$ cat config.mk
export PLATFORM = sky130hd
export DESIGN_NAME = dccl_config_latches
export DESIGN_NICKNAME = d
export VERILOG_FILES = /design/src/rtl/dccl_pkg.sv /design/src/rtl/dccl_config_latches.sv
export SDC_FILE = /design/constraint.sdc
export NUM_CORES = 1
export LEC_CHECK = 0
export BUFFER_PORTS_ARGS = -buffer_cell sky130_fd_sc_hd__buf_2
export CAP_MARGIN = 10
export CORE_ASPECT_RATIO = 0.8
export CORE_MARGIN = 2
export CORE_UTILIZATION = 34
export CTS_CLUSTER_SIZE = 16
export DETAILED_ROUTE_END_ITERATION = 7
export GPL_TIMING_DRIVEN = 0
export HOLD_SLACK_MARGIN = 0.05
export PLACE_DENSITY_LB_ADDON = 0.08
export REMOVE_ABC_BUFFERS = 1
export SLEW_MARGIN = 30
export SYNTH_ARGS = -nofsm -noshare
export SYNTH_HDL_FRONTEND = slang
export SYNTH_SLANG_ARGS = --single-unit
$ cat constraint.sdc
create_clock -name clk -period 5.8 [get_ports clk]
set_clock_uncertainty 0.15 [all_clocks]
set_input_delay 0.29 -clock clk [delete_from_list [all_inputs] [get_ports clk]]
set_output_delay 0.29 -clock clk [all_outputs]
set_load 0.05 [all_outputs]
$ cat src/rtl/dccl_pkg.sv
// package: latch bank addresses, field positions and reset values
package dccl_pkg;
  localparam int unsigned DATA_W = 7;
  localparam int unsigned ADDR_W = 3;
  localparam logic [2:0] ADDR_A_STATIC_0 = 3'h0;
  localparam logic [2:0] ADDR_A_STATIC_1 = 3'h1;
  localparam logic [2:0] ADDR_A_DYNAMIC = 3'h2;
  localparam logic [2:0] ADDR_TEST_0 = 3'h3;
  localparam logic [2:0] ADDR_TEST_1 = 3'h4;
  localparam logic [2:0] ADDR_B_STATIC_0 = 3'h5;
  localparam logic [2:0] ADDR_B_STATIC_1 = 3'h6;
  localparam logic [2:0] ADDR_B_DYNAMIC = 3'h7;
  // static bank 0 fields
  localparam int unsigned BIT_RX_RATE = 0;
  // static bank 1 fields
  localparam int unsigned BIT_TRG_RATE = 0;
  localparam int unsigned BIT_PRI_DET_LO = 3;
  localparam int unsigned BIT_SEC_DET_LO = 5;
  // dynamic bank fields
  localparam int unsigned BIT_ROE1 = 1;
  localparam int unsigned BIT_ROE2 = 2;
  localparam int unsigned BIT_TEST_SEL0 = 4;
  localparam int unsigned BIT_RX_POWER = 5;
  localparam int unsigned BIT_TEST_SEL1 = 6;
  // reset values of the functional bits
  localparam logic RST_RX_RATE = 1'b1;
  localparam logic RST_TRG_RATE = 1'b0;
  localparam logic [1:0] RST_DET_LEVEL = 2'h2;
  localparam logic RST_RX_POWER = 1'b0;
  localparam logic RST_ROE = 1'b0;
  localparam logic [1:0] RST_TEST_SEL = 2'h3;
  // detect level coding
  localparam logic [1:0] DET_OFF = 2'h0;
  localparam logic [1:0] DET_140MV = 2'h1;
  localparam logic [1:0] DET_280MV = 2'h2;
  localparam logic [1:0] DET_420MV = 2'h3;
  // test select coding
  localparam logic [1:0] TSEL_NORMAL = 2'h1;
  localparam logic [1:0] TSEL_PATTERN = 2'h2;
endpackage : dccl_pkg

$ cat src/rtl/dccl_config_latches.sv
// dual channel configuration latch bank with power control outputs
//////////////////////////////////////////////////////////////////////////////
module dccl_config_latches (
  input wire logic clk,
  input wire logic rst,
  input wire logic config_write_strobe_n,
  input wire logic [dccl_pkg::ADDR_W-1:0] config_addr,
  input wire logic [dccl_pkg::DATA_W-1:0] config_data,
  output logic [1:0] rx_clock_half_rate_sel,
  output logic [1:0] training_clock_double,
  output logic [3:0] primary_detect_level,
  output logic [3:0] secondary_detect_level,
  output logic [1:0] primary_detector_enable,
  output logic [1:0] secondary_detector_enable,
  output logic [1:0] rx_channel_power_on,
  output logic [3:0] rx_test_select,
  output logic [1:0] rx_normal_mode,
  output logic [1:0] rx_pattern_mode,
  output logic [1:0] rx_test_select_invalid,
  output logic [1:0] reclock_primary_drv_enable,
  output logic [1:0] reclock_secondary_drv_enable,
  output logic [1:0] tx_primary_out_enable,
  output logic [1:0] tx_secondary_out_enable,
  output logic [1:0] primary_driver_power_on,
  output logic [1:0] secondary_driver_power_on,
  output logic [1:0] reclock_logic_power_on,
  output logic [1:0] deserializer_power_on,
  output logic [13:0] test_bank_value
);
  import dccl_pkg::*;

  //////////////////////////////////////////////////////////////////////////////
  // input synchronisers: the port comes from an outside host
  logic strobe_s1_q, strobe_s2_q, strobe_s1_d, strobe_s2_d;
  logic [ADDR_W-1:0] addr_s1_q, addr_s2_q, addr_s1_d, addr_s2_d;
  logic [DATA_W-1:0] data_s1_q, data_s2_q, data_s1_d, data_s2_d;

  always_comb begin
    strobe_s1_d = config_write_strobe_n;
    strobe_s2_d = strobe_s1_q;
    addr_s1_d = config_addr;
    addr_s2_d = addr_s1_q;
    data_s1_d = config_data;
    data_s2_d = data_s1_q;
  end

  always_ff @(posedge clk) begin
    if (rst) begin
      strobe_s1_q <= 1'b1;
      strobe_s2_q <= 1'b1;
      addr_s1_q <= '0;
      addr_s2_q <= '0;
      data_s1_q <= '0;
      data_s2_q <= '0;
    end else begin
      strobe_s1_q <= strobe_s1_d;
      strobe_s2_q <= strobe_s2_d;
      addr_s1_q <= addr_s1_d;
      addr_s2_q <= addr_s2_d;
      data_s1_q <= data_s1_d;
      data_s2_q <= data_s2_d;
    end
  end

  //////////////////////////////////////////////////////////////////////////////
  // latch banks, index 0 is channel A, 1 is channel B
  logic [1:0] rx_rate_q, rx_rate_d;
  logic [1:0] trg_rate_q, trg_rate_d;
  logic [1:0] pri_det_q [2];
  logic [1:0] pri_det_d [2];
  logic [1:0] sec_det_q [2];
  logic [1:0] sec_det_d [2];
  logic [1:0] rx_pwr_q, rx_pwr_d;
  logic [1:0] tsel_q [2];
  logic [1:0] tsel_d [2];
  logic [1:0] roe1_q, roe1_d;
  logic [1:0] roe2_q, roe2_d;
  logic [DATA_W-1:0] test_q [2];
  logic [DATA_W-1:0] test_d [2];
  logic wr;

  function automatic logic [2:0] bank_base(input logic ch);
    bank_base = ch ? ADDR_B_STATIC_0 : ADDR_A_STATIC_0;
  endfunction : bank_base

  always_comb begin
    wr = !strobe_s2_q;
    rx_rate_d = rx_rate_q;
    trg_rate_d = trg_rate_q;
    rx_pwr_d = rx_pwr_q;
    roe1_d = roe1_q;
    roe2_d = roe2_q;
    for (int c = 0; c < 2; c++) begin
      pri_det_d[c] = pri_det_q[c];
      sec_det_d[c] = sec_det_q[c];
      tsel_d[c] = tsel_q[c];
      test_d[c] = test_q[c];
    end
    if (wr) begin // no read path, banks are write-only
      for (int c = 0; c < 2; c++) begin
        // static banks, two per channel
        if (addr_s2_q == bank_base(c[0])) begin
          rx_rate_d[c] = data_s2_q[BIT_RX_RATE];
        end
        if (addr_s2_q == 3'(bank_base(c[0]) + 3'h1)) begin
          trg_rate_d[c] = data_s2_q[BIT_TRG_RATE];
          pri_det_d[c] = data_s2_q[BIT_PRI_DET_LO +: 2];
          sec_det_d[c] = data_s2_q[BIT_SEC_DET_LO +: 2];
        end
        // dynamic bank
        if (addr_s2_q == 3'(bank_base(c[0]) + 3'h2)) begin
          roe1_d[c] = data_s2_q[BIT_ROE1];
          roe2_d[c] = data_s2_q[BIT_ROE2];
          rx_pwr_d[c] = data_s2_q[BIT_RX_POWER];
          tsel_d[c] = {data_s2_q[BIT_TEST_SEL1], data_s2_q[BIT_TEST_SEL0]};
        end
      end
      // internal test registers, outside channel configuration
      if (addr_s2_q == ADDR_TEST_0) begin
        test_d[0] = data_s2_q;
      end
      if (addr_s2_q == ADDR_TEST_1) begin
        test_d[1] = data_s2_q;
      end
    end
  end

  always_ff @(posedge clk) begin
    if (rst) begin
      rx_rate_q <= {2{RST_RX_RATE}};
      trg_rate_q <= {2{RST_TRG_RATE}};
      rx_pwr_q <= {2{RST_RX_POWER}};
      roe1_q <= {2{RST_ROE}};
      roe2_q <= {2{RST_ROE}};
      for (int c = 0; c < 2; c++) begin
        pri_det_q[c] <= RST_DET_LEVEL;
        sec_det_q[c] <= RST_DET_LEVEL;
        tsel_q[c] <= RST_TEST_SEL;
        test_q[c] <= '0;
      end
    end else begin
      rx_rate_q <= rx_rate_d;
      trg_rate_q <= trg_rate_d;
      rx_pwr_q <= rx_pwr_d;
      roe1_q <= roe1_d;
      roe2_q <= roe2_d;
      for (int c = 0; c < 2; c++) begin
        pri_det_q[c] <= pri_det_d[c];
        sec_det_q[c] <= sec_det_d[c];
        tsel_q[c] <= tsel_d[c];
        test_q[c] <= test_d[c];
      end
    end
  end

  //////////////////////////////////////////////////////////////////////////////
  // registered control outputs derived from the next latch values
  logic [1:0] half_q, trg_o_q, pde_q, sde_q, pwr_q, nrm_q, pat_q, inv_q;
  logic [1:0] r1_q, r2_q, t1_q, t2_q, p1_q, p2_q, rcl_q, des_q;
  logic [3:0] pdl_q, sdl_q, tso_q;
  logic [13:0] tbv_q;
  logic [1:0] half_d, trg_o_d, pde_d, sde_d, pwr_d, nrm_d, pat_d, inv_d;
  logic [1:0] r1_d, r2_d, t1_d, t2_d, p1_d, p2_d, rcl_d, des_d;
  logic [3:0] pdl_d, sdl_d, tso_d;
  logic [13:0] tbv_d;

  always_comb begin
    half_d = rx_rate_d;
    trg_o_d = trg_rate_d;
    pwr_d = rx_pwr_d;
    r1_d = roe1_d;
    r2_d = roe2_d;
    t1_d = roe1_d;
    t2_d = roe2_d;
    p1_d = roe1_d;
    p2_d = roe2_d;
    rcl_d = roe1_d | roe2_d;
    des_d = rx_pwr_d;
    tbv_d = {test_d[1], test_d[0]};
    for (int c = 0; c < 2; c++) begin
      pdl_d[2*c +: 2] = pri_det_d[c];
      sdl_d[2*c +: 2] = sec_det_d[c];
      pde_d[c] = pri_det_d[c] != DET_OFF;
      sde_d[c] = sec_det_d[c] != DET_OFF;
      tso_d[2*c +: 2] = tsel_d[c];
      nrm_d[c] = tsel_d[c] == TSEL_NORMAL;
      pat_d[c] = tsel_d[c] == TSEL_PATTERN;
      inv_d[c] = !(nrm_d[c] || pat_d[c]);
    end
  end

  always_ff @(posedge clk) begin
    if (rst) begin
      half_q <= {2{RST_RX_RATE}};
      trg_o_q <= {2{RST_TRG_RATE}};
      pwr_q <= {2{RST_RX_POWER}};
      r1_q <= '0;
      r2_q <= '0;
      t1_q <= '0;
      t2_q <= '0;
      p1_q <= '0;
      p2_q <= '0;
      rcl_q <= '0;
      des_q <= '0;
      pdl_q <= {2{RST_DET_LEVEL}};
      sdl_q <= {2{RST_DET_LEVEL}};
      pde_q <= 2'h3;
      sde_q <= 2'h3;
      tso_q <= {2{RST_TEST_SEL}};
      nrm_q <= '0;
      pat_q <= '0;
      inv_q <= 2'h3;
      tbv_q <= '0;
    end else begin
      half_q <= half_d;
      trg_o_q <= trg_o_d;
      pwr_q <= pwr_d;
      r1_q <= r1_d;
      r2_q <= r2_d;
      t1_q <= t1_d;
      t2_q <= t2_d;
      p1_q <= p1_d;
      p2_q <= p2_d;
      rcl_q <= rcl_d;
      des_q <= des_d;
      pdl_q <= pdl_d;
      sdl_q <= sdl_d;
      pde_q <= pde_d;
      sde_q <= sde_d;
      tso_q <= tso_d;
      nrm_q <= nrm_d;
      pat_q <= pat_d;
      inv_q <= inv_d;
      tbv_q <= tbv_d;
    end
  end

  assign rx_clock_half_rate_sel = half_q;
  assign training_clock_double = trg_o_q;
  assign rx_channel_power_on = pwr_q;
  assign reclock_primary_drv_enable = r1_q;
  assign reclock_secondary_drv_enable = r2_q;
  assign tx_primary_out_enable = t1_q;
  assign tx_secondary_out_enable = t2_q;
  assign primary_driver_power_on = p1_q;
  assign secondary_driver_power_on = p2_q;
  assign reclock_logic_power_on = rcl_q;
  assign deserializer_power_on = des_q;
  assign primary_detect_level = pdl_q;
  assign secondary_detect_level = sdl_q;
  assign primary_detector_enable = pde_q;
  assign secondary_detector_enable = sde_q;
  assign rx_test_select = tso_q;
  assign rx_normal_mode = nrm_q;
  assign rx_pattern_mode = pat_q;
  assign rx_test_select_invalid = inv_q;
  assign test_bank_value = tbv_q;
endmodule : dccl_config_latches

# == Word level (Yosys, flattened, before mapping) ==
# Memory sizes are Yosys's and may differ from the RTL's.
# Cells that the tools add are included.
# totals
mem_count,4
ff_bits,70
mem_bits_rw,26
output_inout_bits,58
inputBits,13
# mem_list
name,depth,width,read_ports,rd_ports_with_merged_regs,write_ports,line_no,source
test_q,2,7,2,0,2,dccl_config_latches.sv:78,logic [DATA_W-1:0] test_q [2];
pri_det_q,2,2,2,0,2,dccl_config_latches.sv:69,logic [1:0] pri_det_q [2];
sec_det_q,2,2,2,0,2,dccl_config_latches.sv:71,logic [1:0] sec_det_q [2];
tsel_q,2,2,2,0,2,dccl_config_latches.sv:74,logic [1:0] tsel_q [2];
# op_classes
reduce_logical,15
n_mux,29
bitwise_logic,10
n_eq_ne,11
# ops
operator,n
2-to-1 mux 2 bit,14
2-to-1 mux 7 bit,4
2-to-1 mux 14 bit,1
"== test 3 bit, second input constant",4
2-to-1 mux 4 bit,3
AND reduction 2 bit,6
OR 1 bit,8
nonzero test 2 bit,4
2-to-1 mux 1 bit,7
"== test 3 x 2 -> 1 bit, second input constant",2
"== test 2 x 1 -> 1 bit, second input constant",2
"== test 2 bit, second input constant",2
"== test 3 x 1 -> 1 bit, second input constant",1
zero test 3 bit,1
zero test 1 bit,2
logical OR 1 bit,2
OR 2 bit,1
inverter 1 bit,1

# == Logic depth before layout (Yosys ltp) ==
# logic_depth
depth_word,6
mapped_depth,6
depth_no_buf,4

# == Worst setup path before layout ==
# No wires, ideal clock.
# synth_timing
path_type,register -> register
start,register addr_s2_q[2]
end,register inv_q[0] (netlist: rx_test_select_invalid[0])
path_stages_with_launch,7
arrival_time_ns,1.889
required_time_ns,5.527
period_less_slack_ns,2.163
setup_time_ns,0.123
path_buffers,2
setup_slack_ns,3.637
path_cell_list,dfxtp_1 -> buf_6 -> or4b_4 -> buf_6 -> mux2_4 -> ha_1 -> or2_2
# synth_lines
item,line_no,source
from (decl),dccl_config_latches.sv:35,"logic [ADDR_W-1:0] addr_s1_q, addr_s2_q, addr_s1_d, addr_s2_d;"
from (signal assigned),dccl_config_latches.sv:59,addr_s2_q <= addr_s2_d;
to (signal assigned),dccl_config_latches.sv:233,inv_q <= inv_d;
to (decl),dccl_config_latches.sv:158,"logic [1:0] half_q, trg_o_q, pde_q, sde_q, pwr_q, nrm_q, pat_q, inv_q;"

==> flow_summary.yaml <==
worst_setup_path:
  r2r-start: "addr_s2_q[1]"
  crit_path_end_kind: "flip-flop"
  cpMaxStageDelayCell: "or4b_4"
  required_ns: 5.88
  path_delay_family: "simple AND/OR/NAND/NOR gates"
  path_class: "reg -> reg"
  crit_path_start_kind: "flip-flop"
  cpPeakStageDelay_ns: 0.64
  startpoint: "addr_s2_q[1]"
  r2r-end: "rx_test_select_invalid[0]"
  r2r_cells: 4
  crit_path_cell_trace: "or4b_4 -> mux2_4 -> ha_1 -> or2_2"
  cp_num_cells: 4
  cp_num_buf_inv: 0
  path_max_fanout: 10
  cp.arrival_ns: 2.37
  r2r_slack_ns: 3.51
cells_and_area:
  final_common_cell: "dfxtp_1"
  finalNonFillerCells: 422
  final_cell_mix: "dfxtp_1, buf_2, mux2i_1"
  final_cell_area_sq_um: 3380
  final_util_pct: 43.1
  nets: 326
  area_growth_pct: 24.6
  antenna_cells: 0
  layout-drive-gt1-share_pct: 30.3
synthesis:
  yosysSeqAreaShare_pct: 51.7
  yosysWarnings: 0
  synth_area_sq_um: 2710
  synth_seq_cells: 70
  synth_area_per_cell_sq_um: 11.1
  synthCells: 245
  ys_types: 22
die:
  die-area_sq_um: 8710
  fp.dieH_microns: 83.9
  coreArea_sq_um: 7840
  die_w_microns: 104
  start_util_pct: 34.6
  io_pins: 71
  rows: 29
power:
  netSwitchingFraction_pct: 21.2
  p_leak_nw: 1.65
  p_switching_mw: 0.208
  power.density_nw_per_um2: 291
  p_int_mw: 0.775
  worst_ir_drop_vdd_mv: 0.126
  p_comb_share_pct: 4.2
  seq_power_share_pct: 50.3
  clockPowerShare_pct: 45.5
  p_total_mw: 0.983
route:
  wirelength_met1_microns: 2750
  drc: 0
  dr.pass1.iters: 4
  viasPerCell: 4.33
  drt_wl_total_microns: 5300
  wl_met2_microns: 2180
  drt-initial-drc-count: 119
  route.met3.wl_microns: 266
  ant_nets: 0
  vias: 1828
  wl_per_cell_microns: 12.6
  routed.top_layer: "met4"
cts:
  clk_latency_ns: 0.34
  tritoncts: "done"
  cts_setup_buffers: 0
  clk_transition_reported_paths_ns: 0.08
  root_buffer: "clkbuf_8"
  cts.sinks: 70
  cts_buffers: 9
  htree_num_levels: 3
  cts_buffer_depth: 2
sta:
  worstMarginPinSlew_ns: 0.808
  finalHoldViolations: 0
  relSlewSlack_pct: 45.4
  setup_tns_ns: 0
  fin_crit_ns: 2.29
  finalCritPeriodShare_pct: 39.5
  timing.fmax_mhz: 436
  rsz0062_at_grt: "no"
  drv_slew: 0
  finalSetupViolCount: 0
grt:
  grt-ovfl-total: 0
  grt_usage_pct: 12.8
  grt_start_max_net_pins: 84
  antenna_found_initial: 0
  grt_pass1_vias: 1748
  grt_pass1_wl_microns: 8690
worst_hold_path:
  hold_depth: 1
  hp-start: "strobe_s1_q"
  hold_path.class: "reg -> reg"
  hold_end: "strobe_s2_q"
outcome:
  status: "completed"
placement:
  dp_hpwl_microns: 3330
  placed_area_sq_um: 3040
  place_inst: 395
  io_buffers: 70
  gp_congestion: 0.711
job:
  maxCapViolCount: 0
-- synthesized netlist by cell type, drive strengths merged --
master	number	area, sq um
dfxtp	70	1400
mux2i	46	460
nand2b	33	206
nor2b	24	150
buf	16	118
nor2	13	48.8
clkbuf	12	45.0
nor3	6	30.0
ha	4	50.1
mux2	4	52.6
or2	4	25.0
o21bai	3	22.5
or4b	3	33.8
nand4bb	2	22.5
nor4bb	2	20.0
and4b	1	10.0
nand4b	1	8.76
nor4	1	6.26
-- kinds of logic after synthesis --
logic type                 share of synthesized area [%]
DFF                                                 51.7
adders and majority gates                           1.85
AOI/OAI and AO/OA                                  0.831
muxes                                               18.9
and+or+nand+nor                                     20.7
buffers and inverters                               6.00
-- layout make-up --
cell class	instances	area, sq um
Clock inverter	5	81.3
Multi-Input combinational cell	147	1150
Clock buffer	11	151
Timing Repair Buffer	81	463
Tap cell	108	135
Sequential cell	70	1400
Fill cell	788	4460
-- state kept, by name (all words and copies together), names as in the netlist, 2 cells and up --
signal,count
primary_detect_level,4
rx_normal_mode,2
primary_detector_enable,2
test_bank_value,14
primary_driver_power_on,2
rx_clock_half_rate_sel,2
rx_test_select_invalid,2
deserializer_power_on,2
secondary_detect_level,4
secondary_detector_enable,2
data_s1_q,7
data_s2_q,7
addr_s1_q,3
reclock_logic_power_on,2
rx_test_select,4
training_clock_double,2
rx_pattern_mode,2
secondary_driver_power_on,2
addr_s2_q,3
-- power by group through the flow --
stage | clock network [mW] | registers (mW) | logic [mW]
3_3_place_gp | 0 | 0.506 | 0.0362
2_1_floorplan | 0 | 0.509 | 0.0163
4_1_cts | 0.462 | 0.495 | 0.0419
3_5_place_dp | 0 | 0.506 | 0.0364
5_1_grt | 0.479 | 0.496 | 0.0452
6_report | 0.447 | 0.495 | 0.0411
-- metrics by stage --
stage	setup slack (ns)	hold WS (ns)
4_1_cts	3.50	0.270
3_3_place_gp	3.54	0.251
3_5_place_dp	3.52	0.254
2_1_floorplan	3.70	0.212
6_report	3.51	0.270
5_1_grt	3.43	0.283
-- worst max-delay path by stage --
stage                                endpoint
floorplan           rx_test_select_invalid[0]
global placement    rx_test_select_invalid[0]
detailed placement  rx_test_select_invalid[0]
CTS                 rx_test_select_invalid[0]
global route        rx_test_select_invalid[0]
finish              rx_test_select_invalid[0]
-- layer usage --
metal | track usage (%) | vias to the layer above
met1 | 17.0 | 838
met5 | 0 | -
met2 | 18.9 | 49
met3 | 4.22 | 9
met4 | 5.53 | 0
li1 | - | 932
-- repair_timing --
item,4_1_cts,5_1_grt
hold buffers,11,0
resized for setup,0,0
endpoints found under the hold margin,11,0
(Power assumes the default switching activity.)
